[src/logic/itd_cfg.svh]
`ifndef ITD_CFG_SVH
`define ITD_CFG_SVH

// ****************************************************************
// Word layout
// ****************************************************************
`define ITD_WORD_W 14
`define ITD_F_MSB 6
`define ITD_F_LSB 0
`define ITD_D_BIT 7
`define ITD_B_MSB 9
`define ITD_B_LSB 7
`define ITD_K_MSB 10
`define ITD_N_BIT 2
`define ITD_MM_MSB 1
`define ITD_MM_LSB 0

// ****************************************************************
// Opcode patterns
// ****************************************************************
`define ITD_TOP_BYTE 2'h0
`define ITD_TOP_BIT 2'h1
`define ITD_TOP_JMP 2'h2
`define ITD_TOP_LIT 2'h3
`define ITD_CTL_HI 7'h00
`define ITD_DECSKIP 6'h0B
`define ITD_INCSKIP 6'h0F
`define ITD_BITSKIP_HI 3'h3
`define ITD_BRLIT_HI 5'h19
`define ITD_RETLIT_HI 6'h34
`define ITD_IND_MOVE_HI 10'h001
`define ITD_OP_RETURN 14'h0008
`define ITD_OP_INTRET 14'h0009
`define ITD_OP_CALLACC 14'h000A
`define ITD_OP_BRACC 14'h000B
`define ITD_IND_ADDR_HI 6'h00
`define ITD_LITF_A 4'h5
`define ITD_LITF_B 4'h6
`define ITD_LITF_C 4'h7
`define ITD_LITF_D 4'hB
`define ITD_LITF_E 4'hD

// ****************************************************************
// Timing
// ****************************************************************
`define ITD_CLK_NS 25
`define ITD_Q_LAST 2'h3
`define ITD_Q_FETCH 2'h2
`define ITD_Q_READ 2'h0
`define ITD_CYC_ONE 2'h1
`define ITD_CYC_TWO 2'h2

`endif

[src/logic/itd_pkg.sv]
`default_nettype none

package itd_pkg;

    // Operation group
    typedef enum logic [1:0] {
        ITD_GRP_BYTE,
        ITD_GRP_BIT,
        ITD_GRP_LITCTL
    } itd_grp_t;

    // Timing behaviour of an operation
    typedef enum logic [1:0] {
        ITD_KIND_PLAIN,
        ITD_KIND_SKIP,
        ITD_KIND_FLOW,
        ITD_KIND_INDMOVE
    } itd_kind_t;

    // Decoded word
    typedef struct packed {
        itd_grp_t grp;
        itd_kind_t kind;
        logic file_op;
        logic wr_file;
        logic wr_acc;
    } itd_dec_t;

endpackage

`default_nettype wire

[src/logic/itd_decoder.sv]
// Overview of operation
// - Each instruction is one 14-bit word
// - Sort into byte, bit, literal/control groups
// - Other instructions take one instruction cycle
// - Both call forms take two cycles
// - All three returns take two cycles
// - Jumps, branches and taken skips take two cycles
// - Skip extra cycle only when taken, as no-op
// - Indirect access to program memory adds cycle
// - Instruction cycle is four clocks
// - File operands are read, modified, written back
// - File read happens even for write-only ops
// - File address selects 0x00 to 0x7F
// - Bit field picks bit of 8-bit register
// - Don't-care bits are not opcode bits, but clear-W bits 6:0 still form a file address and file 0 or 1 can add an indirect cycle
// - Destination bit steers result to W or file
// - Pointer field selects pair 0 or 1
// - Two-bit pre/post increment/decrement mode
`include "itd_cfg.svh"
`default_nettype none

module itd_decoder (
    // Clock and reset
    input wire logic clk_sys,
    input wire logic resetn,
    // Program memory
    output logic fetch_ff,
    input wire logic [`ITD_WORD_W-1:0] instr_word,
    // Execution feedback
    input wire logic skip_taken,
    input wire logic [1:0] ptr_msb,
    // Decoded fields
    output itd_pkg::itd_grp_t grp_ff,
    output logic [6:0] file_addr_ff,
    output logic [2:0] bit_pos_ff,
    output logic [10:0] literal_ff,
    output logic ptr_sel_ff,
    output logic [1:0] ptr_mode_ff,
    output logic dest_file_ff,
    // Timing strobes
    output logic [1:0] q_phase_ff,
    output logic icyc_end_ff,
    output logic nop_cycle_ff,
    output logic file_rd_ff,
    output logic file_wr_ff,
    output logic acc_wr_ff,
    output logic instr_done_ff
);

    // ************************************************************
    // Decode
    // ************************************************************

    // Classify a word; unused x bits are simply never looked at
    function automatic itd_pkg::itd_dec_t itd_decode(
        input logic [`ITD_WORD_W-1:0] w
    );
        itd_pkg::itd_dec_t r;
        r.grp = itd_pkg::ITD_GRP_LITCTL;
        r.kind = itd_pkg::ITD_KIND_PLAIN;
        r.file_op = 1'b0;
        r.wr_file = 1'b0;
        r.wr_acc = 1'b0;
        unique case (w[13:12])
            `ITD_TOP_BYTE: begin
                if (w[13:7] == `ITD_CTL_HI) begin
                    if (w[13:4] == `ITD_IND_MOVE_HI) begin
                        r.kind = itd_pkg::ITD_KIND_INDMOVE;
                    end else if (w == `ITD_OP_RETURN ||
                                 w == `ITD_OP_INTRET) begin
                        r.kind = itd_pkg::ITD_KIND_FLOW;
                    end else if (w == `ITD_OP_CALLACC ||
                                 w == `ITD_OP_BRACC) begin
                        r.kind = itd_pkg::ITD_KIND_FLOW;
                    end
                end else begin
                    r.grp = itd_pkg::ITD_GRP_BYTE;
                    r.file_op = 1'b1;
                    r.wr_file = w[`ITD_D_BIT];
                    r.wr_acc = ~w[`ITD_D_BIT];
                    if (w[13:8] == `ITD_DECSKIP ||
                        w[13:8] == `ITD_INCSKIP) begin
                        r.kind = itd_pkg::ITD_KIND_SKIP;
                    end
                end
            end
            `ITD_TOP_BIT: begin
                r.grp = itd_pkg::ITD_GRP_BIT;
                r.file_op = 1'b1;
                if (w[13:11] == `ITD_BITSKIP_HI) begin
                    r.kind = itd_pkg::ITD_KIND_SKIP;
                end else begin
                    r.wr_file = 1'b1;
                end
            end
            `ITD_TOP_JMP: begin
                r.kind = itd_pkg::ITD_KIND_FLOW;
            end
            `ITD_TOP_LIT: begin
                // Shifts and carry arithmetic are file ops in this space
                if (w[11:8] inside {`ITD_LITF_A, `ITD_LITF_B, `ITD_LITF_C,
                                    `ITD_LITF_D, `ITD_LITF_E}) begin
                    r.grp = itd_pkg::ITD_GRP_BYTE;
                    r.file_op = 1'b1;
                    r.wr_file = w[`ITD_D_BIT];
                    r.wr_acc = ~w[`ITD_D_BIT];
                end else if (w[13:9] == `ITD_BRLIT_HI ||
                    w[13:8] == `ITD_RETLIT_HI) begin
                    r.kind = itd_pkg::ITD_KIND_FLOW;
                end
            end
        endcase
        return r;
    endfunction

    itd_pkg::itd_dec_t dec_in;
    logic ind_sel;
    logic ind_extra;
    logic [1:0] base_cyc;

    // Decode the word on the bus; only used on the latch edge
    always_comb begin
        dec_in = itd_decode(instr_word);
        if (dec_in.kind == itd_pkg::ITD_KIND_INDMOVE) begin
            ind_sel = instr_word[`ITD_N_BIT];
        end else begin
            ind_sel = instr_word[0];
        end
        // File 0 or 1 is the indirect register of that pointer
        ind_extra = ptr_msb[ind_sel] &
            ((dec_in.file_op &&
              instr_word[6:1] == `ITD_IND_ADDR_HI) ||
             dec_in.kind == itd_pkg::ITD_KIND_INDMOVE);
        if (dec_in.kind == itd_pkg::ITD_KIND_FLOW) begin
            base_cyc = `ITD_CYC_TWO;
        end else begin
            base_cyc = `ITD_CYC_ONE;
        end
    end

    // ************************************************************
    // Sequencing
    // ************************************************************

    typedef enum logic {
        ST_BOOT,
        ST_EXEC
    } itd_state_t;

    itd_state_t state_ff;
    itd_pkg::itd_kind_t kind_ff;
    logic file_op_ff;
    logic wr_file_ff;
    logic wr_acc_ff;
    logic [1:0] cyc_idx_ff;
    logic [1:0] cyc_tot_ff;
    logic last_cyc;
    logic latch;

    assign last_cyc = (2'(cyc_idx_ff + 2'h1) == cyc_tot_ff);
    // The word is taken on the edge that ends the fetch strobe
    assign latch = fetch_ff;

    // State and quarter phase; a cycle is always four clocks
    always_ff @(posedge clk_sys) begin
        if (!resetn) begin
            state_ff <= ST_BOOT;
            q_phase_ff <= 2'h0;
        end else if (latch) begin
            state_ff <= ST_EXEC;
            q_phase_ff <= 2'h0;
        end else if (state_ff == ST_EXEC) begin
            q_phase_ff <= 2'(q_phase_ff + 2'h1);
        end
    end

    // Fetch strobe: overlaps Q4 of the final cycle so no clocks
    // are lost between instructions
    always_ff @(posedge clk_sys) begin
        if (!resetn) begin
            fetch_ff <= 1'b0;
        end else if (state_ff == ST_BOOT) begin
            fetch_ff <= ~fetch_ff;
        end else begin
            fetch_ff <= (q_phase_ff == `ITD_Q_FETCH) && last_cyc;
        end
    end

    // Cycle budget; a taken skip extends it after the Q2 sample
    always_ff @(posedge clk_sys) begin
        if (!resetn) begin
            cyc_idx_ff <= 2'h0;
            cyc_tot_ff <= `ITD_CYC_ONE;
        end else if (latch) begin
            cyc_idx_ff <= 2'h0;
            cyc_tot_ff <= 2'(base_cyc + {1'b0, ind_extra});
        end else if (state_ff == ST_EXEC) begin
            if (q_phase_ff == `ITD_Q_LAST) begin
                cyc_idx_ff <= 2'(cyc_idx_ff + 2'h1);
            end
            if (q_phase_ff == 2'h1 && cyc_idx_ff == 2'h0 &&
                kind_ff == itd_pkg::ITD_KIND_SKIP && skip_taken) begin
                cyc_tot_ff <= 2'(cyc_tot_ff + 2'h1);
            end
        end
    end

    // Register the fields; positions fixed by the group layout
    always_ff @(posedge clk_sys) begin
        if (!resetn) begin
            grp_ff <= itd_pkg::ITD_GRP_LITCTL;
            kind_ff <= itd_pkg::ITD_KIND_PLAIN;
            file_op_ff <= 1'b0;
            wr_file_ff <= 1'b0;
            wr_acc_ff <= 1'b0;
            file_addr_ff <= 7'h00;
            bit_pos_ff <= 3'h0;
            literal_ff <= 11'h000;
            ptr_sel_ff <= 1'b0;
            ptr_mode_ff <= 2'h0;
            dest_file_ff <= 1'b0;
        end else if (latch) begin
            grp_ff <= dec_in.grp;
            kind_ff <= dec_in.kind;
            file_op_ff <= dec_in.file_op;
            wr_file_ff <= dec_in.wr_file;
            wr_acc_ff <= dec_in.wr_acc;
            file_addr_ff <= instr_word[`ITD_F_MSB:`ITD_F_LSB];
            bit_pos_ff <= instr_word[`ITD_B_MSB:`ITD_B_LSB];
            literal_ff <= instr_word[`ITD_K_MSB:0];
            ptr_sel_ff <= ind_sel;
            ptr_mode_ff <= instr_word[`ITD_MM_MSB:`ITD_MM_LSB];
            dest_file_ff <= dec_in.wr_file;
        end
    end

    // ************************************************************
    // Strobes
    // ************************************************************

    // Q-phase strobes, set one clock ahead so they leave flops
    always_ff @(posedge clk_sys) begin
        if (!resetn) begin
            icyc_end_ff <= 1'b0;
            instr_done_ff <= 1'b0;
            file_rd_ff <= 1'b0;
            file_wr_ff <= 1'b0;
            acc_wr_ff <= 1'b0;
        end else begin
            icyc_end_ff <= (state_ff == ST_EXEC) && !latch &&
                (q_phase_ff == `ITD_Q_FETCH);
            instr_done_ff <= (state_ff == ST_EXEC) && !latch &&
                (q_phase_ff == `ITD_Q_FETCH) && last_cyc;
            // Read even when the op only writes: reads have effects
            file_rd_ff <= (state_ff == ST_EXEC) && !latch &&
                file_op_ff && cyc_idx_ff == 2'h0 &&
                q_phase_ff == `ITD_Q_READ;
            file_wr_ff <= (state_ff == ST_EXEC) && !latch &&
                wr_file_ff && last_cyc &&
                q_phase_ff == `ITD_Q_FETCH;
            acc_wr_ff <= (state_ff == ST_EXEC) && !latch &&
                wr_acc_ff && last_cyc &&
                q_phase_ff == `ITD_Q_FETCH;
        end
    end

    // Only the second cycle of a taken skip or flow change is flagged
    // as a no-op; an indirect extra cycle is not flagged as a no-op
    always_ff @(posedge clk_sys) begin
        if (!resetn) begin
            nop_cycle_ff <= 1'b0;
        end else if (latch) begin
            nop_cycle_ff <= 1'b0;
        end else if (state_ff == ST_EXEC &&
                     q_phase_ff == `ITD_Q_LAST) begin
            nop_cycle_ff <= cyc_idx_ff == 2'h0 &&
                (kind_ff == itd_pkg::ITD_KIND_FLOW ||
                 (kind_ff == itd_pkg::ITD_KIND_SKIP &&
                  skip_taken));
        end
    end
endmodule

`default_nettype wire

[config.mk]
export PLATFORM = sky130hd
export DESIGN_NAME = itd_decoder
export DESIGN_NICKNAME = d
export VERILOG_FILES = /design/src/logic/itd_pkg.sv /design/src/logic/itd_decoder.sv
export VERILOG_INCLUDE_DIRS = /design/src /design/src/logic
export SDC_FILE = /design/constraint.sdc
export NUM_CORES = 1
export LEC_CHECK = 0
export ABC_AREA = 0
export BUFFER_PORTS_ARGS = -buffer_cell sky130_fd_sc_hd__buf_2
export CAP_MARGIN = 20
export CORE_ASPECT_RATIO = 1.25
export CORE_UTILIZATION = 50
export DETAILED_ROUTE_END_ITERATION = 16
export PLACE_DENSITY_LB_ADDON = 0.25
export SLEW_MARGIN = 20
export SYNTH_ARGS = -nofsm -noshare
export SYNTH_HDL_FRONTEND = slang
export SYNTH_SLANG_ARGS = --single-unit
export TNS_END_PERCENT = 1
[constraint.sdc]
create_clock -name clk_sys -period 2.5 [get_ports clk_sys]
set_input_delay 0.125 -clock clk_sys [delete_from_list [all_inputs] [get_ports clk_sys]]
set_output_delay 0.125 -clock clk_sys [all_outputs]
set_load 0.01 [all_outputs]
**After elaboration in Yosys (flattened, before gate mapping)**

Cells that the tools add are included.

- Logic and storage cells: 119
- Output and inout port bits: 36
- ROM bits: 0
- Latch bits: 0
- Memories kept: 0
- Register bits after elaboration: 45
- RAM bits: 0

- Bitwise logic cells: 4
- $mul: 0
- Equal/unequal tests: 26
- Shift-type cells: 0
- Reduce and logical (&&, ||, !) cells: 38
- Add/sub/neg operators: 4
- Multiplexer cells: 25
- Div/mod/pow operators: 0
- Order comparisons: 1

Operators with widths:

| kind | count |
|---|---|
| $eq 14x4->1 const B | 4 |
| $mux 2 | 12 |
| $logic_and 1x1->1 | 20 |
| $eq 2x2->1 const B | 7 |
| $eq 4x3->1 const B | 3 |
| $eq 6x4->1 const B | 2 |
| $pmux 2 s3 | 2 |
| $eq 10x1->1 const B | 1 |
| $eq 4x4->1 const B | 2 |
| $pmux 2 s4 | 1 |
| $logic_not 7->1 | 1 |
| $mux 1 | 7 |
| $add 2x1->2 const B | 3 |
| $eq 2x1->1 const B | 3 |
| $eq 6x6->1 const B | 1 |
| $logic_not 2->1 | 3 |
| $logic_not 6->1 | 1 |
| $logic_or 1x1->1 | 6 |
| $mux 3 | 2 |
| $eq 5x5->1 const B | 1 |
| $reduce_bool 5->1 | 1 |
| $reduce_and 2->1 | 2 |
| $reduce_bool 2->1 | 2 |
| $eq 3x2->1 const B | 1 |
| 8 further kinds | 10 |

**Depth between registers and ports, before layout**

- Depth in word-level cells: 14
- Mapped depth: 11

**Least setup slack after synthesis**

Ideal clock, no wire load.

- Path type: in2reg
- From: input instr_word[10]
- To: register cyc_tot_ff[0]
- Buffers on the path: 0
- Stages on the path: 9
- Arrival time: 1.785 ns
- Path slack: 0.654 ns
- Required time: 2.439 ns
- Cell sequence: or4_4 -> nor3_4 -> o221ai_2 -> o2bb2ai_2 -> a211oi_2 -> ha_1 -> nand2_1 -> o21ai_0 -> nand2_1

- Longest elaborated chain between the ends: 14
- Elaborated cells between the ends (all ways): 42

RTL lines:

| what | RTL line | text |
|---|---|---|
| from (decl) | itd_decoder.sv:28 | `` input wire logic [`ITD_WORD_W-1:0] instr_word, `` |
| $eq 14x4->1 (no line) | -- |  |
| $logic_or 1x1->1 (no line) | -- |  |
| $mux 2 | itd_decoder.sv:72 | `` end else if (w == `ITD_OP_CALLACC \|\| `` |
| $mux 2 | itd_decoder.sv:69 | `` end else if (w == `ITD_OP_RETURN \|\| `` |
| $mux 2 | itd_decoder.sv:67 | `` if (w[13:4] == `ITD_IND_MOVE_HI) begin `` |
| $mux 2 | itd_decoder.sv:66 | `` if (w[13:7] == `ITD_CTL_HI) begin `` |
| $pmux 2 s4 | itd_decoder.sv:64 | `unique case (w[13:12])` |
| $eq 2x2->1 | itd_decoder.sv:124, itd_decoder.sv:133 |  |
| $mux 1 | itd_decoder.sv:124 | `if (dec_in.kind == itd_pkg::ITD_KIND_INDMOVE) begin` |
| $mux 1 (implied by the code) (2 in a row) | itd_decoder.sv:130 | `ind_extra = ptr_msb[ind_sel] &` |
| $and 1x1->1 | itd_decoder.sv:130 |  |
| $add 2x1->2 (*) | itd_decoder.sv:196 | `cyc_tot_ff <= 2'(base_cyc + {1'b0, ind_extra});` |
| $mux 2 (*) | itd_decoder.sv:194 | `end else if (latch) begin` |
| to (signal assigned) | itd_decoder.sv:193 | `` cyc_tot_ff <= `ITD_CYC_ONE; `` |
| to (signal assigned) | itd_decoder.sv:196 |  |
| to (signal assigned) | itd_decoder.sv:203 | `cyc_tot_ff <= 2'(cyc_tot_ff + 2'h1);` |
| to (decl) | itd_decoder.sv:156 | `logic [1:0] cyc_tot_ff;` |

Mark *: on every way between the ends. The rest lies on a longest branch, timed or not. The select of a mux whose other input is x is not followed.
A chain may end at the register's enable or synchronous reset.

**Final worst setup path**

- From: input instr_word[9]
- To: register cyc_tot_ff[0]

The elaborated chain is that of the path after synthesis.

==> run_results.csv <==
group,metric,value,unit
outcome,status,"complete, no violations",
clocking,post_cts_buffers,0,
yosys,synth_area,1730,um2
setup_path,cp.required,2730,ps
sta,fin_crit_sh,0.741,
sta,slew_viol_final,0,
yosys,synth_top_area_share,0.382,
cells_and_area,drive_gt1_frac,0.307,
die,pin_count,55,
grt,overflow,0,
die,rows,23,
cells_and_area,utilization,0.627,
clocking,clock-root-buffer,"clkbuf_8",
setup_path,crit_chain,"buf_2, or2_2, a31oi_1, o221ai_2, o2bb2ai_2, a211oi_2, ha_1, nand2_1, o21ai_0, nand2_1",
yosys,syn_nets,223,
setup_path,cp_max_fo,6,
run,maxCapViolations,0,
yosys,synth_enable_flop_cells,0,
setup_path,startpoint_type,"primary input",
drt,num_vias,1426,
grt,antenna_found_initial,0,
grt,met3_usage,0.0631,
yosys,yosys-top-cells-area,"dfxtp_1 (38%), mux2i_1 (9.8%), ha_1 (7.2%)",
yosys,syn_inst,194,
sta,max_freq,540,MHz
sta,period_needed,1850,ps
yosys,ys.flop_type,"dfxtp_1",
yosys,yosys_warnings,0,
drt,avgViaCountPerCell,5.19,
yosys,yosys-top-cells-count,"dfxtp_1 (33), nor2_1 (21), nand2_1 (19)",
sta,setup_tns,0,ps
power_and_ir_drop,power_density,605,nW/um2
clocking,h-tree-depth,2,
drt,drc_errors,0,
sta,timing.slew.headroom,0.659,
grt,grt_max_degree,33,
grt,grt-busiest-layer,"met2",
grt,grt_pass1_wl,5.46,mm
power_and_ir_drop,ir_drop,0.399,mV
yosys,synth_most_common_cell,"dfxtp_1",
sta,worstMarginPinSlew,511,ps
sta,skew,4.94,ps
power_and_ir_drop,total_power,1.23,mW
grt,use_met2,0.349,
drt,ant_nets,0,
setup_path,cp-end-kind,"flop",
grt,grt_pass1_vias,1255,
setup_path,crit_slowest_cell,"a31oi_1",
clocking,cts_sinks,33,
grt,grtUsageMet1,0.235,
drt,wl_per_cell,12.0,um
placed_design,io_buffers,54,
grt,track_usage,0.209,
power_and_ir_drop,leakage,0.969,nW
sta,setup_viol,0,
yosys,synth_cell_types,41,
setup_path,slowest_delay,420,ps
clocking,clock_latency,290,ps
clocking,cts_repair_resize_count,0,
drt,drt-initial-drc-count,37,
setup_path,critical_path_class,"in -> reg",
clocking,cts_hold_buf,0,
cells_and_area,fin_nets,266,
clocking,cts_tree,"done",
die,dieHeight,67.8,um
yosys,synth_seq_cells,33,
drt,first_pass_iters,5,
placed_design,gp_congestion,0.814,
yosys,synth_top_area_cell,"dfxtp_1",
clocking,cts-buffers-inserted,5,
sta,hold_violations,0,
setup_path,worst_ep_arrival_time,2090,ps
min_path,hp-class,"in -> reg",
placed_design,post-dp-hpwl,2.42,mm
die,dieArea,3700,um2
placed_design,pre_cts_ws,371,ps
yosys,syn_area_per_cell,8.91,um2
die,die_w,54.6,um
die,initial_utilization,0.532,
sta,rsz0062_at_grt,"no",
clocking,clkTransAtPathRegs,70,ps
yosys,synth-async-reset-ratio,0,
sta,setup_ws,648,ps
drt,wirelength,3.31,mm
clocking,cts_buffer_depth,2,
die,coreArea,3250,um2
cells_and_area,num_antenna_cells,0,
setup_path,crit_top_cell,"nand2_1",
yosys,ys_seq_area_frac,0.382,
cells_and_area,area_growth,17.9,%
==> metal layers <==
metal	part of all wire	vias up
met4	0.020	0
met5	0	-
met2	0.50	40
li1	-	735
met1	0.44	644
met3	0.047	7
==> registers in the layout, summed over array words and instances (netlist names), 2 cells and up <==
| signal | count |
|---|---|
| file_addr_ff | 6 |
| literal_ff | 3 |
| bit_pos_ff | 2 |
| cyc_idx_ff | 2 |
| cyc_tot_ff | 2 |
| grp_ff | 2 |
| kind_ff | 2 |
| q_phase_ff | 2 |
==> power breakdown <==
group | internal (mW) | switching [mW] | total [mW]
registers | 0.556 | 0.0225 | 0.578
clock network | 0.249 | 0.196 | 0.445
logic | 0.0922 | 0.118 | 0.210
total | 0.897 | 0.336 | 1.23
==> per-stage QoR <==
stage / std cells / hold WS, ps / cell area (um2)
finish: 275 / 85.5 / 2040
floorplan: 194 / 273 / 1730
global placement: 267 / 381 / 1940
global route: 275 / 111 / 2040
detailed placement: 267 / 388 / 1940
CTS: 275 / 79.7 / 2040
==> cell type report <==
| class | instances | area [um2] |
|---|---|---|
| Sequential cell | 33 | 661 |
| Tap cell | 37 | 46.3 |
| Inverter | 13 | 48.8 |
| Fill cell | 296 | 1210 |
| Multi-Input combinational cell | 129 | 903 |
| Clock buffer | 7 | 96.3 |
| Timing Repair Buffer | 55 | 278 |
| Clock inverter | 1 | 5.00 |
==> worst max-delay path, delay by kind of cell <==
family	cells	cell delay (ps)
compound gates	5	1100
fa+ha+maj	1	250
buf+inv	1	130
simple gates	3	490
==> cell usage in the layout, fill, tap and decap left out, types with 5 or more instances in the layout <==
cell type,instances
o21ai_0,5
a21oi_1,6
nor2_1,21
inv_1,13
mux2i_1,17
nand2_1,19
buf_2,54
dfxtp_1,33
clkbuf_8,7
ha_1,10
==> kinds of logic after synthesis <==
family	after synthesis	synth area share
and+or+nand+nor	68	0.201
DFF	33	0.382
buffers and inverters	32	0.0955
AOI/OAI and AO/OA	28	0.120
muxes	17	0.0984
adders and majority gates	10	0.0724
xor gates and xnor gates	6	0.0304
==> path summary, 6_finish.rpt <==
| path | from | endpoint | slack [ps] | depth (start not counted) |
|---|---|---|---|---|
| worst max-delay path | instr_word[9] | cyc_tot_ff[0]$_SDFFE_PN1P_ | 650 | 10 |
| worst min-delay path | resetn | grp_ff[1]$_SDFFE_PN1P_ | 90 | 2 |
| worst max register to register | cyc_idx_ff[0]$_SDFFE_PP0P_ | cyc_tot_ff[1]$_SDFFE_PN0P_ | 850 | 7 |
| worst min register to register | file_op_ff$_SDFFE_PN0P_ | file_rd_ff$_SDFF_PN0_ | 430 | 2 |
No activity file was read; power rests on OpenSTA's default activity.
